$ cat config.mk
export PLATFORM = sky130hd
export DESIGN_NAME = pcicfg_top
export DESIGN_NICKNAME = d
export VERILOG_FILES = /design/src/include/pcicfg_pkg.sv /design/src/include/init_if.sv /design/src/verilog/pcicfg_top.sv /design/src/verilog/read_resp.sv /design/src/verilog/win_decode.sv
export VERILOG_INCLUDE_DIRS = /design/src /design/src/include
export SDC_FILE = /design/constraint.sdc
export NUM_CORES = 1
export LEC_CHECK = 0
export BUFFER_PORTS_ARGS = -buffer_cell sky130_fd_sc_hd__buf_2
export CAP_MARGIN = 5
export CORE_MARGIN = 1
export CORE_UTILIZATION = 50
export CTS_CLUSTER_DIAMETER = 30
export DETAILED_ROUTE_END_ITERATION = 10
export PLACE_DENSITY = 0.75
export SLEW_MARGIN = 20
export SYNTH_ARGS = -nofsm -noshare
export SYNTH_HDL_FRONTEND = slang
export SYNTH_SLANG_ARGS = --single-unit
$ cat constraint.sdc
create_clock -name SYS_CLK_IN -period 5 [get_ports SYS_CLK_IN]
set_input_delay 0.25 -clock SYS_CLK_IN [delete_from_list [all_inputs] [get_ports SYS_CLK_IN]]
set_output_delay 0.25 -clock SYS_CLK_IN [all_outputs]
set_load 0.03 [all_outputs]
$ cat src/include/pcicfg_defines.svh
// Offsets, field positions, reset values and timing of the config block
`ifndef PCICFG_DEFINES_SVH
`define PCICFG_DEFINES_SVH
`define CFG_OFFSET 16'hd170
`define IRQ_STAT_OFFSET 16'hd180
`define IRQ_MASK_OFFSET 16'hd184
`define WIN_BASE_PAGE 12'hd19
`define SOFT_RESET_CTL_BIT 10
`define RBE_BIT 9
`define WIN0_BIT 8
`define WIN1_BIT 7
`define WIN2_BIT 6
`define IO_BIT 5
`define CONFIG_LOAD_SOURCE_BIT 2
`define SOFT_RESET_CTL_RST 1'b0
`define RBE_RST 1'b1
`define WIN0_RST 1'b0
`define WIN1_RST 1'b0
`define WIN2_NORMAL_RST 1'b0
`define WIN2_BOOT_RST 1'b1
`define IO_RST 1'b0
`define CONFIG_LOAD_SOURCE_RST 1'b0
`define IRQ_W 5
`define IRQ_SOFT_RESET_CTL_DONE 0
`define IRQ_EARLY_CLR 1
`define IRQ_NOT_READY 2
`define IRQ_RD_ERR 3
`define IRQ_BLOCKED 4
`define ERR_W 5
`define BASE_LSB 8
`define STRAP_SETTLE 2'd2
`define SYS_CLK_PERIOD_NS 5
`define PCI_CLK_PERIOD_NS 30
`define SOFT_RESET_CTL_MIN_PCI_CLKS 4
`define SOFT_RESET_CTL_MIN_NS (`SOFT_RESET_CTL_MIN_PCI_CLKS * `PCI_CLK_PERIOD_NS)
`define SOFT_RESET_CTL_MIN_CYCLES \
  ((`SOFT_RESET_CTL_MIN_NS + `SYS_CLK_PERIOD_NS - 1) / `SYS_CLK_PERIOD_NS)
`endif

$ cat src/include/pcicfg_pkg.sv
// Types shared by the config block and its window and response units
package pcicfg_pkg;
`include "pcicfg_defines.svh"
  typedef enum logic [1:0] {
    BUS_IDLE = 2'b00,
    BUS_WRITE = 2'b01,
    BUS_RWAIT = 2'b10,
    BUS_RDONE = 2'b11
  } bus_state_type;
  typedef struct packed {
    bus_state_type bus;
    logic [15:0] addr;
    logic [31:0] rdata;
    logic soft_reset_ctl;
    logic rbe;
    logic [3:0] win_en;
    logic config_load_source;
    logic [3:0][23:0] base;
    logic [`IRQ_W-1:0] irq_stat;
    logic [`IRQ_W-1:0] irq_mask;
    logic irq;
    logic [7:0] soft_reset_ctl_cnt;
    logic reload;
    logic reload_src;
    logic [1:0] boot_sync;
    logic [1:0] done_sync;
    logic [1:0] strap_cnt;
    logic strap_done;
    logic boot_mode;
  } top_state_type;
  typedef struct packed {
    logic start;
    logic [1:0] win;
    logic [31:0] addr;
    logic blocked;
  } dec_state_type;
  typedef struct packed {
    logic valid;
    logic err;
    logic [31:0] data;
  } rsp_state_type;
endpackage : pcicfg_pkg

$ cat src/include/init_if.sv
// Initiator request, window setup and read completion between units
`timescale 1ns/10ps
interface init_if;
  logic req_valid;
  logic [31:0] req_addr;
  logic req_io;
  logic [3:0] win_en;
  logic [3:0][23:0] base;
  logic start;
  logic [1:0] start_win;
  logic [31:0] start_addr;
  logic blocked;
  logic done_valid;
  logic done_read;
  logic [4:0] done_err;
  logic [31:0] done_data;
  logic rbe;
  logic resp_valid;
  logic resp_err;
  logic [31:0] resp_data;
  modport ctl (output req_valid, req_addr, req_io, win_en, base,
    done_valid, done_read, done_err, done_data, rbe,
    input start, start_win, start_addr, blocked,
    resp_valid, resp_err, resp_data);
  modport dec (input req_valid, req_addr, req_io, win_en, base,
    output start, start_win, start_addr, blocked);
  modport rsp (input done_valid, done_read, done_err, done_data, rbe,
    output resp_valid, resp_err, resp_data);
endinterface : init_if

$ cat src/verilog/pcicfg_top.sv
// Controller config register: soft reset, read error mode, windows
// What this block does
// (RULE1) Setting soft reset reloads configuration space
// (RULE2) Software sets soft reset after EEPROM done
// (RULE3) Software clears soft reset after four PCI clocks
// (RULE4) Other registers locked while soft reset set
// (RULE5) Soft reset keeps status and load source
// (RULE6) Enabled: failed initiator read gives bus error
// (RULE7) Disabled: failed read completes, data invalid
// (RULE8) Bit 8 enables memory window 0
// (RULE9) Bit 7 enables memory window 1
// (RULE10) Bit 6 enables window 2, boot default one
// (RULE11) Bit 5 enables the I/O window
// (RULE12) Window bases in 256-byte units, enable-gated
// (RULE13) Load source picks registers or EEPROM
// (RULE14) Disabled window starts no PCI transaction
`timescale 1ns/10ps
module pcicfg_top import pcicfg_pkg::*; #(
  parameter int WIN_SIZE_LOG2 = 20
) (
  // Clock and reset
  input wire logic SYS_CLK_IN,
  input wire logic RESETN_IN,
  // AHB-Lite slave
  input wire logic HSEL_IN,
  input wire logic [31:0] HADDR_IN,
  input wire logic [1:0] HTRANS_IN,
  input wire logic HWRITE_IN,
  input wire logic [2:0] HSIZE_IN,
  input wire logic [31:0] HWDATA_IN,
  input wire logic HREADY_IN,
  output logic [31:0] HRDATA_OUT,
  output logic HREADYOUT_OUT,
  output logic HRESP_OUT,
  // Pins from outside the clock domain
  input wire logic BOOT_MODE_IN,
  input wire logic EEPROM_LOAD_DONE_IN,
  // Controller reset and reload
  output logic SOFT_RESET_OUT,
  output logic RELOAD_OUT,
  output logic RELOAD_FROM_REGS_OUT,
  output logic IRQ_OUT,
  // Initiator requests from the system bus
  input wire logic INIT_REQ_VALID_IN,
  input wire logic [31:0] INIT_REQ_ADDR_IN,
  input wire logic INIT_REQ_IO_IN,
  output logic START_VALID_OUT,
  output logic [1:0] START_WIN_OUT,
  output logic [31:0] START_ADDR_OUT,
  output logic BLOCKED_OUT,
  // PCI read completions
  input wire logic DONE_VALID_IN,
  input wire logic DONE_READ_IN,
  input wire logic [`ERR_W-1:0] DONE_ERR_IN,
  input wire logic [31:0] DONE_DATA_IN,
  output logic RESP_VALID_OUT,
  output logic RESP_ERR_OUT,
  output logic [31:0] RESP_DATA_OUT
);
  localparam logic [7:0] SOFT_RESET_CTL_MIN = 8'(`SOFT_RESET_CTL_MIN_CYCLES);

  top_state_type st_ff;
  top_state_type nxt_st;
  logic [`IRQ_W-1:0] ev;
  logic clr;
  logic [31:0] rd_val;
  logic new_soft_reset_ctl;
  init_if ifc ();

  if (`SOFT_RESET_CTL_MIN_CYCLES < 1 || `SOFT_RESET_CTL_MIN_CYCLES > 255) begin : g_bad
    $error("pcicfg_top: soft reset hold count does not fit");
  end

  function automatic logic base_sel(input logic [15:0] a);
    return a[15:4] == `WIN_BASE_PAGE;
  endfunction : base_sel

  function automatic logic [31:0] cfg_word(input top_state_type s);
    logic [31:0] v;
    v = 32'h0;
    v[`SOFT_RESET_CTL_BIT] = s.soft_reset_ctl;
    v[`RBE_BIT] = s.rbe;
    v[`WIN0_BIT] = s.win_en[0];
    v[`WIN1_BIT] = s.win_en[1];
    v[`WIN2_BIT] = s.win_en[2];
    v[`IO_BIT] = s.win_en[3];
    v[`CONFIG_LOAD_SOURCE_BIT] = s.config_load_source;
    return v;
  endfunction : cfg_word

  // Read data of the addressed register
  always_comb begin
    rd_val = 32'h0;
    clr = 1'b0;
    if (st_ff.addr == `CFG_OFFSET) begin
      rd_val = cfg_word(st_ff);
    end else if (st_ff.soft_reset_ctl) begin
      rd_val = 32'h0; // RULE4
    end else if (st_ff.addr == `IRQ_STAT_OFFSET) begin
      rd_val = {{(32-`IRQ_W){1'b0}}, st_ff.irq_stat};
      clr = (st_ff.bus == BUS_RWAIT);
    end else if (st_ff.addr == `IRQ_MASK_OFFSET) begin
      rd_val = {{(32-`IRQ_W){1'b0}}, st_ff.irq_mask};
    end else if (base_sel(st_ff.addr)) begin
      rd_val = {st_ff.base[st_ff.addr[3:2]], 8'h00};
    end
  end

  assign new_soft_reset_ctl = HWDATA_IN[`SOFT_RESET_CTL_BIT];

  always_comb begin
    nxt_st = st_ff;
    ev = '0;
    nxt_st.boot_sync = {st_ff.boot_sync[0], BOOT_MODE_IN};
    nxt_st.done_sync = {st_ff.done_sync[0], EEPROM_LOAD_DONE_IN};
    nxt_st.reload = 1'b0;
    // Minimum soft reset hold time
    if (st_ff.soft_reset_ctl && st_ff.soft_reset_ctl_cnt != SOFT_RESET_CTL_MIN) begin
      nxt_st.soft_reset_ctl_cnt = st_ff.soft_reset_ctl_cnt + 8'h01; // RULE3
      if (st_ff.soft_reset_ctl_cnt == SOFT_RESET_CTL_MIN - 8'h01) begin
        ev[`IRQ_SOFT_RESET_CTL_DONE] = 1'b1;
      end
    end
    case (st_ff.bus)
      BUS_WRITE: begin
        nxt_st.bus = BUS_IDLE;
        if (st_ff.addr == `CFG_OFFSET) begin
          if (new_soft_reset_ctl && !st_ff.soft_reset_ctl) begin
            nxt_st.soft_reset_ctl = 1'b1; // RULE1
            nxt_st.soft_reset_ctl_cnt = 8'h00;
            nxt_st.reload = 1'b1; // RULE1
            nxt_st.reload_src = st_ff.config_load_source; // RULE13
            nxt_st.rbe = `RBE_RST;
            nxt_st.win_en[0] = `WIN0_RST;
            nxt_st.win_en[1] = `WIN1_RST;
            nxt_st.win_en[2] = st_ff.boot_mode ? `WIN2_BOOT_RST :
              `WIN2_NORMAL_RST;
            nxt_st.win_en[3] = `IO_RST;
            nxt_st.base = '0;
            // Status, mask and load source survive
            if (!st_ff.done_sync[1]) begin
              ev[`IRQ_NOT_READY] = 1'b1; // RULE2
            end
          end else if (st_ff.soft_reset_ctl) begin
            if (!new_soft_reset_ctl) begin
              nxt_st.soft_reset_ctl = 1'b0; // RULE3
              if (st_ff.soft_reset_ctl_cnt != SOFT_RESET_CTL_MIN) begin
                ev[`IRQ_EARLY_CLR] = 1'b1; // RULE3
              end
            end
          end else begin
            nxt_st.rbe = HWDATA_IN[`RBE_BIT]; // RULE6
            nxt_st.win_en[0] = HWDATA_IN[`WIN0_BIT]; // RULE8
            nxt_st.win_en[1] = HWDATA_IN[`WIN1_BIT]; // RULE9
            nxt_st.win_en[2] = HWDATA_IN[`WIN2_BIT]; // RULE10
            nxt_st.win_en[3] = HWDATA_IN[`IO_BIT]; // RULE11
            nxt_st.config_load_source = HWDATA_IN[`CONFIG_LOAD_SOURCE_BIT]; // RULE13
          end
        end else if (st_ff.soft_reset_ctl) begin
          nxt_st.bus = BUS_IDLE; // RULE4
        end else if (st_ff.addr == `IRQ_MASK_OFFSET) begin
          nxt_st.irq_mask = HWDATA_IN[`IRQ_W-1:0];
        end else if (base_sel(st_ff.addr)) begin
          nxt_st.base[st_ff.addr[3:2]] = HWDATA_IN[31:8]; // RULE12
        end
      end
      BUS_RWAIT: begin
        nxt_st.rdata = rd_val;
        nxt_st.bus = BUS_RDONE;
      end
      default: begin
        nxt_st.bus = BUS_IDLE;
      end
    endcase
    // Address phase
    if (HSEL_IN && HTRANS_IN[1] && HREADY_IN) begin
      nxt_st.addr = HADDR_IN[15:0];
      nxt_st.bus = HWRITE_IN ? BUS_WRITE : BUS_RWAIT;
    end
    // Boot strap picks the window 2 default once settled
    if (!st_ff.strap_done) begin
      if (st_ff.strap_cnt == `STRAP_SETTLE) begin
        nxt_st.strap_done = 1'b1;
        nxt_st.boot_mode = st_ff.boot_sync[1];
        nxt_st.win_en[2] = st_ff.boot_sync[1]; // RULE10
      end else begin
        nxt_st.strap_cnt = st_ff.strap_cnt + 2'h1;
      end
    end
    ev[`IRQ_RD_ERR] = ifc.resp_valid && ifc.resp_err;
    ev[`IRQ_BLOCKED] = ifc.blocked;
    // Hardware set wins over read clear
    nxt_st.irq_stat = (clr ? '0 : st_ff.irq_stat) | ev;
    nxt_st.irq = |(nxt_st.irq_stat & nxt_st.irq_mask);
    if (!RESETN_IN) begin
      nxt_st = '0;
      nxt_st.soft_reset_ctl = `SOFT_RESET_CTL_RST;
      nxt_st.rbe = `RBE_RST; // RULE6
      nxt_st.win_en[0] = `WIN0_RST; // RULE8
      nxt_st.win_en[1] = `WIN1_RST; // RULE9
      nxt_st.win_en[2] = `WIN2_NORMAL_RST; // RULE10
      nxt_st.win_en[3] = `IO_RST; // RULE11
      nxt_st.config_load_source = `CONFIG_LOAD_SOURCE_RST;
    end
  end

  always_ff @(posedge SYS_CLK_IN) begin
    st_ff <= nxt_st;
  end

  // Unit wiring
  assign ifc.req_valid = INIT_REQ_VALID_IN;
  assign ifc.req_addr = INIT_REQ_ADDR_IN;
  assign ifc.req_io = INIT_REQ_IO_IN;
  assign ifc.win_en = st_ff.win_en;
  assign ifc.base = st_ff.base;
  assign ifc.done_valid = DONE_VALID_IN;
  assign ifc.done_read = DONE_READ_IN;
  assign ifc.done_err = DONE_ERR_IN;
  assign ifc.done_data = DONE_DATA_IN;
  assign ifc.rbe = st_ff.rbe;

  win_decode #(
    .WIN_SIZE_LOG2(WIN_SIZE_LOG2)
  ) u_win_decode (
    .clk_in(SYS_CLK_IN),
    .rst_n_in(RESETN_IN),
    .ifc(ifc.dec)
  );

  read_resp u_read_resp (
    .clk_in(SYS_CLK_IN),
    .rst_n_in(RESETN_IN),
    .ifc(ifc.rsp)
  );

  // Outputs
  assign HRDATA_OUT = st_ff.rdata;
  assign HREADYOUT_OUT = (st_ff.bus != BUS_RWAIT);
  assign HRESP_OUT = 1'b0;
  assign SOFT_RESET_OUT = st_ff.soft_reset_ctl;
  assign RELOAD_OUT = st_ff.reload;
  assign RELOAD_FROM_REGS_OUT = st_ff.reload_src;
  assign IRQ_OUT = st_ff.irq;
  assign START_VALID_OUT = ifc.start;
  assign START_WIN_OUT = ifc.start_win;
  assign START_ADDR_OUT = ifc.start_addr;
  assign BLOCKED_OUT = ifc.blocked;
  assign RESP_VALID_OUT = ifc.resp_valid;
  assign RESP_ERR_OUT = ifc.resp_err;
  assign RESP_DATA_OUT = ifc.resp_data;
endmodule : pcicfg_top

$ cat src/verilog/read_resp.sv
// Read completion toward the system bus with optional bus error
`timescale 1ns/10ps
module read_resp import pcicfg_pkg::*; (
  // Clock and reset
  input wire logic clk_in,
  input wire logic rst_n_in,
  // Completions and answers
  init_if.rsp ifc
);
  rsp_state_type st_ff;
  rsp_state_type nxt_st;

  always_comb begin
    nxt_st = st_ff;
    nxt_st.valid = ifc.done_valid;
    if (ifc.done_valid) begin
      if (ifc.done_read && |ifc.done_err && ifc.rbe) begin
        nxt_st.err = 1'b1; // RULE6
        nxt_st.data = 32'h0;
      end else begin
        nxt_st.err = 1'b0; // RULE7
        nxt_st.data = ifc.done_data;
      end
    end
    if (!rst_n_in) nxt_st = '0;
  end

  always_ff @(posedge clk_in) begin
    st_ff <= nxt_st;
  end

  assign ifc.resp_valid = st_ff.valid;
  assign ifc.resp_err = st_ff.err;
  assign ifc.resp_data = st_ff.data;
endmodule : read_resp

$ cat src/verilog/win_decode.sv
// Initiator window decode gated by the window enables
`timescale 1ns/10ps
module win_decode import pcicfg_pkg::*; #(
  parameter int WIN_SIZE_LOG2 = 20
) (
  // Clock and reset
  input wire logic clk_in,
  input wire logic rst_n_in,
  // Window setup and requests
  init_if.dec ifc
);
  dec_state_type st_ff;
  dec_state_type nxt_st;
  logic [3:0] hit;
  logic [3:0] cand;
  logic [3:0] ok_hit;

  if (WIN_SIZE_LOG2 < `BASE_LSB || WIN_SIZE_LOG2 > 31) begin : g_bad
    $error("win_decode: WIN_SIZE_LOG2 out of range");
  end

  // Base compare at 2^WIN_SIZE_LOG2-byte granularity
  for (genvar i = 0; i < 4; i++) begin : g_hit
    assign hit[i] = ifc.req_addr[31:WIN_SIZE_LOG2] ==
      ifc.base[i][23:WIN_SIZE_LOG2-`BASE_LSB]; // RULE12
  end
  assign cand = hit & (ifc.req_io ? 4'h8 : 4'h7);
  assign ok_hit = cand & ifc.win_en; // RULE14

  always_comb begin
    nxt_st = st_ff;
    nxt_st.start = 1'b0;
    nxt_st.blocked = 1'b0;
    if (ifc.req_valid && |ok_hit) begin
      nxt_st.start = 1'b1;
      nxt_st.addr = ifc.req_addr;
      if (ok_hit[0]) nxt_st.win = 2'h0;
      else if (ok_hit[1]) nxt_st.win = 2'h1;
      else if (ok_hit[2]) nxt_st.win = 2'h2;
      else nxt_st.win = 2'h3;
    end else if (ifc.req_valid && |cand) begin
      nxt_st.blocked = 1'b1; // RULE14
    end
    if (!rst_n_in) nxt_st = '0;
  end

  always_ff @(posedge clk_in) begin
    st_ff <= nxt_st;
  end

  assign ifc.start = st_ff.start;
  assign ifc.start_win = st_ff.win;
  assign ifc.start_addr = st_ff.addr;
  assign ifc.blocked = st_ff.blocked;
endmodule : win_decode
# [Word level (Yosys, flattened, before mapping)]
# Index checks and enable logic that the tools add are counted.
[totals] in_bits=149 output_inout_bits=108 reg_bits=252 wordCells=145
[op_classes] bitwise=9 reduce_logical=25 add_sub_neg=2 n_eq_ne=18 order_cmp=2 mux=59
[ops] cell="$mux 96" n=5
[ops] cell="$mux 32" n=5
[ops] cell="$mux 100" n=1
[ops] cell="$bwmux 96" n=1
[ops] cell="$bmux 24 s2" n=1
[ops] cell="$demux 24 s2" n=1
[ops] cell="$eq 12x12->1" n=4
[ops] cell="$eq 16x16->1 const B" n=3
[ops] cell="$mux 24" n=2
[ops] cell="$mux 35" n=1
[ops] cell="$mux 33" n=1
[ops] cell="$mux 10" n=3
[ops] cell="$mux 5" n=5
[ops] cell="$mux 1" n=19
[ops] cell="$mux 18" n=1
[ops] cell="$mux 2" n=8
[ops] cell="$eq 12x12->1 const B" n=1
[ops] cell="$mux 6" n=2
[ops] cell="$logic_and 1x1->1" n=10
[ops] cell="$reduce_or 5->1" n=2
[ops] cell="$reduce_and 3->1" n=3
[ops] cell="$add 8x1->8 const B" n=1
[ops] cell="$and 4x4->4" n=2
[ops] cell="$eq 8x5->1 const B" n=1
[ops] cell="20 further kinds" n=32

# [Logic depth before layout (Yosys ltp)]
# Gate-level depths: netlist of the first run.
[depth] ltp_word=12 ltp_mapped=10 mapped_depth_nobuf=8

# [Cells and area by module]
# A second synthesis of the first run with hierarchy kept.
[unflattened] hier_cells=1219 area_unflattened_um2=11108.2
[by_module_without_submodules] module="pcicfg_top" seq_area_each_um2=3643.5 area_each_um2=7629.8 cells_per_inst=895 n_inst=1
[by_module_without_submodules] module="win_decode" seq_area_each_um2=720.7 area_each_um2=2158.3 cells_per_inst=210 n_inst=1
[by_module_without_submodules] module="read_resp" seq_area_each_um2=680.7 area_each_um2=1320.0 cells_per_inst=114 n_inst=1

# [Worst setup path after synthesis of the first run]
# OpenSTA, ideal clock, no wires.
[synth_timing] path_kind="flip-flop to flip-flop" from="reg st_ff, in the netlist SOFT_RESET_OUT" to="reg st_ff, in the netlist IRQ_OUT" stages_incl_launch_ff=7 setup_time_ns=0.120 synth_period_minus_slack_ns=2.630 arrival_time_ns=2.511 required_ns=4.880 slack_ns=2.370 n_path_buf=0 cell_sequence="dfxtp_1 or4b_1 or4_4 or4_1 a22oi_1 o22ai_1 o31a_1"
[synth_between] elab_chain_len=8 elab_cells_between_ends=18 classes_between="12 x mux; 2 x bitwise; 4 x reduce/logical"
[synth_rtl] element="start: declaration" line_no="pcicfg_top.sv:62" rtl="top_state_type st_ff;"
[synth_rtl] element="start signal: assignment" line_no="pcicfg_top.sv:208" rtl="st_ff <= nxt_st;"
[synth_rtl] element="$logic_not 1->1" line_no="pcicfg_top.sv:128" rtl="if (new_soft_reset_ctl && !st_ff.soft_reset_ctl) begin"
[synth_rtl] element="$logic_and 1x1->1" line_no="pcicfg_top.sv:128"
[synth_rtl] element="$mux 1" line_no="pcicfg_top.sv:128"
[synth_rtl] element="$mux 2" line_no="pcicfg_top.sv:127" rtl="if (st_ff.addr == `CFG_OFFSET) begin"
[synth_rtl] element="$mux 2" line_no="pcicfg_top.sv:124" rtl="case (st_ff.bus)"
[synth_rtl] element="$or 5x5->5" line_no="pcicfg_top.sv:193" rtl="nxt_st.irq_stat = (clr ? '0 : st_ff.irq_stat) | ev;"
[synth_rtl] element="$and 5x5->5 *" line_no="pcicfg_top.sv:194" rtl="nxt_st.irq = |(nxt_st.irq_stat & nxt_st.irq_mask);"
[synth_rtl] element="$reduce_or 5->1 *" line_no="pcicfg_top.sv:194"
# Every way passes the cells marked *; elsewhere a longest branch is shown, timed or not.
# A chain may end at the register's enable or synchronous reset.

# [Worst setup path in the final report of the first run]
[layout_timing] from="reg st_ff, in the netlist SOFT_RESET_OUT" to="reg st_ff, in the netlist ifc.base[16]"
[layout_between] elab_chain_len=4 elab_cells_between_ends=5 classes_between="2 x eq/ne; 3 x reduce/logical"
[layout_rtl] element="$logic_not 1->1" line_no="pcicfg_top.sv:128"
[layout_rtl] element="$logic_and 1x1->1" line_no="pcicfg_top.sv:128"
[layout_rtl] element="$ne 2x1->1 (no source line)"
[layout_rtl] element="$reduce_and 5->1 (no source line) *"
# Marked as above.

==> summary.md, run 1 <==
The synthesized design contains 0 enable-type register cells. Counting every net in the synthesized netlist gives 1358. For the worst-skew pair, the clock arrives at the later sink with an insertion delay of 0.54 ns. The ratio of final minimum period to clock period is 0.671. After detailed routing, the total wire length is 30800 microns. Summing every instance area after synthesis gives 0.0110 sq mm. The total die area was 0.0225 sq mm. Required time of the worst setup path: 5.42 ns.

The final number of max-transition violations is 0. Setup repair after global routing left no endpoint under its margin. Buffers inserted during clock tree synthesis total 49. The run gives 0 as the count of unresolved DRC violations after routing. The min-delay analysis places its worst path in the category in -> reg.

Fraction of post-synthesis cell area in the top cell type by area: 0.460. The total track usage was 0.270. Number of cells upsized or downsized after cts: 0. During I/O placement, the number of pins put on the boundary was 257.

The fraction of synthesized cell area in xor and xnor cells works out to 0.0447. The area added between synthesis and finish came out at 32.9%. The final critical delay including setup and external delays was 3.36 ns. Power spread over the standard cell area amounts to 415 mW/mm^2. The logs give 0 for the remaining global-route overflow and 18200 microns for the sum of net half-perimeters after detailed placement. The critical path in this run is classified as reg -> reg. Cell at the root of the clock tree: sky130_fd_sc_hd__clkbuf_16. CTS built an H-tree with a depth of 2. The count of distinct cell types in the synthesized netlist is 55, and the floorplan die height is 150 microns. STA classifies the critical path endpoint as a flip-flop. The achievable clock frequency is 298 MHz. On the worst path, the slowest cell contributes a delay of 0.94 ns. The largest family of logic cells by synthesized area was simple AND/OR/NAND/NOR gates. The clock passes through at most 3 buffers.

Critical path arrival: 3.77 ns. In this run the worst path has a maximum fanout of 48. Sorting the synthesized cells by area gives the leading types as sky130_fd_sc_hd__dfxtp_1 (46%), sky130_fd_sc_hd__nor2_1 (5.9%), sky130_fd_sc_hd__a22oi_1 (5.0%). The multiplexer fraction of the synthesized cell area was 0.0913; the leakage power summed over all cells was 6.20 nW.

The via total after detailed routing came out at 9521. For this run, the detailed router's first-pass iteration total came to 6. The leading register cell type out of synthesis is sky130_fd_sc_hd__dfxtp_1.

Overall die width: 150 microns. Post-detailed-route wirelength per cell: 17.5 microns. Routability-driven placement finished with a final weighted congestion of 0.867. The clock transition time at the flip-flop clock pins of the worst setup and hold paths works out to 0.05 ns.

STA classifies the critical path startpoint as a flip-flop. The detailed router finished its first iteration with 567 violations. The run gives 1599 as the final net count. The pin count of the biggest net entering global routing is 98. Setup violations remaining at the end of the flow were counted as 0. The core box area was 0.0213 sq mm; the area fraction in and, or, nand and nor cells after synthesis was 0.213. sky130_fd_sc_hd__dfxtp_1 is the most common cell in the netlist. TritonCTS built the clock tree. After floorplanning, the core was divided into 53 placement rows. The first-pass GRT wire length came out at 47800 microns. The design draws 0.00605 W. The post-synthesis cell type with the largest combined area is sky130_fd_sc_hd__dfxtp_1.

The initial antenna violation count is 3, and the max-slew headroom at the worst pin is 0.230. The run finished with clean final reports. Sequential fraction of the synthesis area: 0.460. The run gives 0.685 as the fraction of the core area covered by cells at the end of the flow.

Worst-path cell with the longest stage delay: sky130_fd_sc_hd__or4_2. The detail route stage leaves a number of antenna-violating nets equal to 0. Buffers placed on the I/O ports in this run total 235. In this run, synthesis produced a sequential element count of 252. Adder-cell share of the synthesized area: 0.00342.

For the pin with the worst max-slew slack, the measured transition is 1.14 ns. Max-cap violations in this run came to 0. The via count of the first global-routing pass came out at 9420. The number of instances in the synthesized netlist is 1206.

Counting instances in the post-synthesis netlist gives the leading cell types as sky130_fd_sc_hd__dfxtp_1 (252), sky130_fd_sc_hd__nor2_1 (172), sky130_fd_sc_hd__nand2_1 (119). The share of final-layout standard cells stronger than drive strength 1 was 0.255; the yosys synthesis warning count was 0. The logs give 0.515 for the effective utilization at floorplan and 0 for the final count of hold timing violations. The number of inserted filler cells in the final layout was 1576; the mean area per synthesized cell was 9.10 sq um. On the final layout, the worst clock skew is 0.0165 ns. Post-synthesis async set-or-reset flop share: 0. Counting every sink on the clock net gives 252. IR analysis of the VDD net gives a maximum drop of 0.256 mV. The synthesized-area fraction occupied by ao, oa, aoi and oai cells was 0.124. The critical path goes through or4b_1 > or4_2 > o21a_4 > nor4_4 > buf_4 > nor2b_1 > o21a_1. After routing, the total negative slack on setup checks comes to 0 ns. After detailed routing, the number of vias per cell comes to 5.40.
[placed cells by master, fill, tap and decap left out, types with 4 or more instances in the layout]
cell type | Yosys | layout
sky130_fd_sc_hd__dfxtp_1 | 252 | 251
sky130_fd_sc_hd__buf_2 | 15 | 234
sky130_fd_sc_hd__nor2_1 | 172 | 172
sky130_fd_sc_hd__nand2_1 | 119 | 119
sky130_fd_sc_hd__a21oi_1 | 84 | 84
sky130_fd_sc_hd__a22oi_1 | 73 | 73
sky130_fd_sc_hd__dlygate4sd3_1 | 0 | 73
sky130_fd_sc_hd__nor2b_1 | 59 | 59
sky130_fd_sc_hd__clkbuf_16 | 0 | 51
sky130_fd_sc_hd__mux2i_1 | 45 | 45
sky130_fd_sc_hd__xor2_1 | 40 | 40
sky130_fd_sc_hd__and3_1 | 26 | 26
sky130_fd_sc_hd__o21a_1 | 25 | 25
sky130_fd_sc_hd__mux4_2 | 24 | 24
sky130_fd_sc_hd__nor3b_1 | 22 | 22
sky130_fd_sc_hd__xnor2_1 | 16 | 16
sky130_fd_sc_hd__buf_4 | 33 | 13
sky130_fd_sc_hd__nor4_1 | 12 | 12
sky130_fd_sc_hd__nor3_1 | 12 | 12
sky130_fd_sc_hd__bufinv_16 | 0 | 12
sky130_fd_sc_hd__clkinv_2 | 0 | 9
sky130_fd_sc_hd__nand2b_1 | 8 | 8
sky130_fd_sc_hd__nand3_1 | 8 | 8
sky130_fd_sc_hd__inv_1 | 8 | 7
sky130_fd_sc_hd__clkbuf_8 | 0 | 7
sky130_fd_sc_hd__and2_1 | 7 | 6
sky130_fd_sc_hd__nand4_1 | 5 | 5
sky130_fd_sc_hd__o21ai_0 | 5 | 5
sky130_fd_sc_hd__or4_1 | 4 | 4
sky130_fd_sc_hd__a222oi_1 | 4 | 4
sky130_fd_sc_hd__inv_6 | 0 | 4
[logic make-up after synthesis]
group                      Yosys count
AOI/OAI and AO/OA                  209
buffers and inverters              140
muxes                               70
other                                1
adders and majority gates            3
DFF                                252
and+or+nand+nor                    475
xor gates and xnor gates            56
[metrics by stage]
| step | instances | area [sq um] | setup WS [ns] | hold slack, ns |
|---|---|---|---|---|
| 2_1_floorplan | 1206 | 11000 | 2.37 | 0.377 |
| 3_3_place_gp | 1598 | 12000 | 1.77 | 0.416 |
| 3_5_place_dp | 1598 | 12000 | 1.70 | 0.421 |
| 4_1_cts | 1762 | 14600 | 1.66 | 0.000228 |
| 5_1_grt | 1762 | 14600 | 1.47 | 0.0168 |
| 6_report | 1764 | 14600 | 1.64 | 0.0184 |
[registers in the layout, summed over array words and instances, names as in the netlist]
| signal | cells |
|---|---|
| u_read_resp.ifc.resp_err | 1 |
| HRDATA_OUT | 32 |
| ifc.win_en | 4 |
| RELOAD_FROM_REGS_OUT | 1 |
| u_win_decode.ifc.blocked | 1 |
| SOFT_RESET_OUT | 1 |
| u_read_resp.ifc.resp_data | 32 |
| u_read_resp.ifc.resp_valid | 1 |
| ifc.rbe | 1 |
| RELOAD_OUT | 1 |
| ifc.base | 96 |
| u_win_decode.ifc.start_addr | 32 |
| IRQ_OUT | 1 |
| u_win_decode.ifc.start | 1 |
| u_win_decode.ifc.start_win | 2 |
| st_ff | 45 |
[path summary, 6_finish.rpt]
path             startpoint            to  slack, ns  cells after the start
max          SOFT_RESET_OUT  ifc.base[16]       1.64                      7
max reg2reg  SOFT_RESET_OUT  ifc.base[16]       1.64                      7
min           HWDATA_IN[20]  ifc.base[60]       0.02                      3
min reg2reg        st_ff[6]      st_ff[7]       0.44                      1
[worst max-delay path, delay by kind of cell (launching register included)]
kind / cells / cell delay (ns)
flip-flops: 1 / 0.45
AO/OA/AOI/OAI: 2 / 0.51
buffers and inverters: 1 / 0.46
AND/OR/NAND/NOR: 4 / 1.80
[power by group]
| group | internal (W) | switching, W |
|---|---|---|
| clock | 0.00258 | 0.00108 |
| combinational | 0.000140 | 0.000193 |
| sequential | 0.00204 | 0.0000150 |
| total | 0.00476 | 0.00128 |
[per-layer routing]
metal / vias to the layer above / track usage / part of all wire
li1: 4617 / - / -
met2: 394 / 0.451 / 0.48
met3: 52 / 0.0709 / 0.081
met5: - / 0 / 0.00055
met1: 4456 / 0.333 / 0.41
met4: 2 / 0.0990 / 0.022
[area by class of cell]
| class | count | area (sq um) | share of cell area |
|---|---|---|---|
| Sequential cell | 252 | 5050 | 0.346 |
| Clock inverter | 30 | 484 | 0.0332 |
| Antenna cell | 2 | 5.00 | 0.000343 |
| Timing Repair Buffer | 321 | 2020 | 0.139 |
| Clock buffer | 61 | 1380 | 0.0949 |
| Inverter | 9 | 36.3 | 0.00249 |
| Tap cell | 275 | 344 | 0.0236 |
| Multi-Input combinational cell | 814 | 5260 | 0.361 |
[timing repair]
action | 4_1_cts | 5_1_grt
hold buffers | 73 | 0
buffers inserted | 0 | 0
endpoints found under the hold margin | 74 | 0
Power figures use the tool's default switching activity.
==> run 2, diff against run 1 <==
--- a/config.mk
+++ b/config.mk
@@ -9,10 +9,10 @@
 export BUFFER_PORTS_ARGS = -buffer_cell sky130_fd_sc_hd__buf_2
 export CAP_MARGIN = 5
 export CORE_MARGIN = 1
-export CORE_UTILIZATION = 50
+export CORE_UTILIZATION = 49
 export CTS_CLUSTER_DIAMETER = 30
 export DETAILED_ROUTE_END_ITERATION = 10
-export PLACE_DENSITY = 0.75
+export PLACE_DENSITY = 0.77
 export SLEW_MARGIN = 20
 export SYNTH_ARGS = -nofsm -noshare
 export SYNTH_HDL_FRONTEND = slang
==> constraint.sdc (replaced) <==
create_clock -name SYS_CLK_IN -period 3 [get_ports SYS_CLK_IN]
set_input_delay 0.15 -clock SYS_CLK_IN [delete_from_list [all_inputs] [get_ports SYS_CLK_IN]]
set_output_delay 0.15 -clock SYS_CLK_IN [all_outputs]
set_load 0.03 [all_outputs]
==> run 2 against run 1 <==
  * Clock power rose by 48%
  * Design area up 2.3%
  * Wire length rose by 5.8%
  * Non-clock buffer count is 53 higher
  * Critical path depth decreased by 1
  * Critical path type unchanged
  * Critical endpoint is now IRQ_OUT
==> summary.md, run 2 (synthesis results as in run 1) <==
The floorplan die height came out at 152 microns. Number of port buffers: 235. The worst register-to-register path begins at st_ff[173]. Leakage power summed over all cells: 6.32 nW. The depth of the worst register-to-register path is 6. The signal on the critical path passes through or4b_4 > or4_4 > or4_1 > a21oi_1 > o22ai_1 > o31a_1. Across the VDD grid, the largest voltage drop is 0.349 mV.

The repair_antennas step left the layout with diodes totalling 0. For the pin with the worst max-slew slack, the measured transition is 0.738 ns. Post-detailed-route wirelength per cell: 18.0 microns. TritonCTS built the clock tree.

The tools report the startpoint class of the critical path as a flip-flop. Final net count: 1651. The logs give 610 for the number of DRC violations after detailed-routing iteration 0 and 48 for the clock buffer count from CTS. After clock tree synthesis, the clock-pin slew on the worst setup and hold paths is 0.05 ns. The power density over the cells came out at 632 mW/mm^2. The tools report the via count of the first global-routing pass as 9685. Reg-to-reg critical path endpoint: IRQ_OUT. For the effective utilization at floorplan, the log shows 0.501. The worst setup path is of the reg -> reg kind.

The die covers 0.0230 sq mm. Setup repair after global routing left no endpoint under its margin. The worst register-to-register path has a setup slack of 0.21 ns. The run gives 0.0219 sq mm as the core box area.

The critical path contains buffers and inverters numbering 0 combined. The run finished with clean final reports. The count of nets left with antenna violations once routing finished came out at 0. The logs give 5 for the number of search-and-repair iterations in the first detailed-routing pass and 3.21 ns for the critical path arrival. The first global-routing pass estimated 48800 microns of wire. The final layout contains routed wiring with a total length of 32600 microns. In the layout the commonest cells are sky130_fd_sc_hd__dfxtp_1 (251), sky130_fd_sc_hd__buf_2 (234), sky130_fd_sc_hd__nor2_1 (172). The remaining global-route overflow was 0; the final cell count without fillers was 1813. The most common cell after layout, fill and taps aside was sky130_fd_sc_hd__dfxtp_1.

The HPWL after detailed placement is 19000 microns. Compared with the post-synthesis result, the final layout area differs by 36.0%. Clock latency reported for the late side of the worst-skew pair: 0.54 ns. The number of max-capacitance violations reported is 0, and the number of inserted filler cells in the final layout is 1596. The maximum fanout along the worst path was 6; the total track usage was 0.270. Before CTS, the worst setup slack after placement is 0.247 ns. Summing over every cut layer, the via total after detailed routing is 9916. The clock period could shrink to 2.79 ns. Setup violations remaining at the end of the flow were counted as 0. For the final database, setup skew stands at 0.0216 ns.

The final hold slack is 0.0314 ns. The worst-path cell with the longest stage delay is sky130_fd_sc_hd__or4_4. Static timing analysis puts the maximum clock frequency at 359 MHz.

The ratio of final minimum period to clock period is 0.929, and the I/O pin count is 257. The TritonCTS sink count was 252; the count of H-tree levels built during CTS was 2. The final number of max-transition violations is 0.

At the worst endpoint, the required time is 3.42 ns. The tools report the global placer's final weighted congestion as 0.903. The total number of cells along the worst setup path came out at 6. The share of final-layout standard cells stronger than drive strength 1 is 0.249. The critical path startpoint was st_ff[173]. Overall die width: 152 microns.

The critical path ends at IRQ_OUT. The register with the most flip-flops in the layout has 96 of them. Number of cells upsized or downsized after cts: 0.

The number of instances in the placed design is 1615. For the fraction of the core area covered by cells at the end of the flow, the log shows 0.682. The worst setup path is captured at a flip-flop. The top cell family by delay on the critical path was simple AND/OR/NAND/NOR gates. The clock passes through at most 3 buffers. The floorplan has 54 rows. The initial antenna violation count came out at 0.

The logs give 0 for the final count of hold timing violations and 0.214 ns for the worst setup margin. On the worst path, the slowest cell contributes a delay of 0.59 ns. The tools report the cell at the root of the clock tree as sky130_fd_sc_hd__clkbuf_16. Summed over all failing endpoints, the final setup total negative slack is 0 ns.

The logs give 0 for the buffer count from post-CTS setup fixing and 75 for the pin count of the biggest net entering global routing. For this run, design rule violations remaining after detail routing come to 0. Type of the tightest min-delay check: in -> reg.

For the max-slew headroom at the worst pin, the log shows 0.504. The post-detailed-route via-to-cell ratio came out at 5.47.
[run 2: power breakdown]
part           switching (W)  internal [W]  total (W)
Clock                0.00176       0.00364    0.00539
Sequential         0.0000262       0.00340    0.00343
Combinational       0.000338      0.000273   0.000610
[run 2: metrics by stage]
stage | area, sq um | power (W)
final | 14900 | 0.00943
after global routing | 14900 | 0.00972
after CTS | 14900 | 0.00947
after detailed placement | 12100 | 0.00397
after global placement | 12100 | 0.00396
after floorplan | 11000 | 0.00378
[run 2: worst min-delay path by stage]
| stage | depth (start not counted) | start | slack (ns) | end |
|---|---|---|---|---|
| final | 3 | HWDATA_IN[10] | 0.03 | ifc.base[2] |
| after global routing | 3 | HWDATA_IN[10] | 0.03 | ifc.base[2] |
| after CTS | 3 | HWDATA_IN[10] | 0.007 | ifc.base[2] |
| after detailed placement | 2 | EEPROM_LOAD_DONE_IN | 0.36 | st_ff[4] |
| after global placement | 2 | BOOT_MODE_IN | 0.36 | st_ff[6] |
| after floorplan | 1 | EEPROM_LOAD_DONE_IN | 0.28 | st_ff[4] |
[run 2: final cells by class]
cell class                 instances  area (sq um)  area share
clock buffer                      61          1330      0.0891
clock inverter                    23           314      0.0210
inverter                           9          36.3     0.00243
multi-input combinational        814          5260       0.353
sequential                       252          5050       0.338
tap                              280           350      0.0235
timing repair buffer             374          2580       0.173
[run 2: worst register-to-register path: stages (launching register included)]
cell	delay, ns
sky130_fd_sc_hd__dfxtp_1	0.31
sky130_fd_sc_hd__or4b_4	0.58
sky130_fd_sc_hd__or4_4	0.59
sky130_fd_sc_hd__or4_1	0.53
sky130_fd_sc_hd__a21oi_1	0.27
sky130_fd_sc_hd__o22ai_1	0.12
sky130_fd_sc_hd__o31a_1	0.28
[run 2: per-layer routing]
layer | routed length (microns) | up-vias | global-route usage
met5 | 0 | - | 0
met3 | 2420 | 95 | 0.0578
met2 | 15700 | 397 | 0.460
li1 | - | 4715 | -
met4 | 1230 | 0 | 0.125
met1 | 13300 | 4709 | 0.324
[run 2: timing repair]
action / in CTS / in global routing
setup endpoints to repair: 0 / 0
endpoints found under the hold margin: 170 / 0
hold buffers: 114 / 0
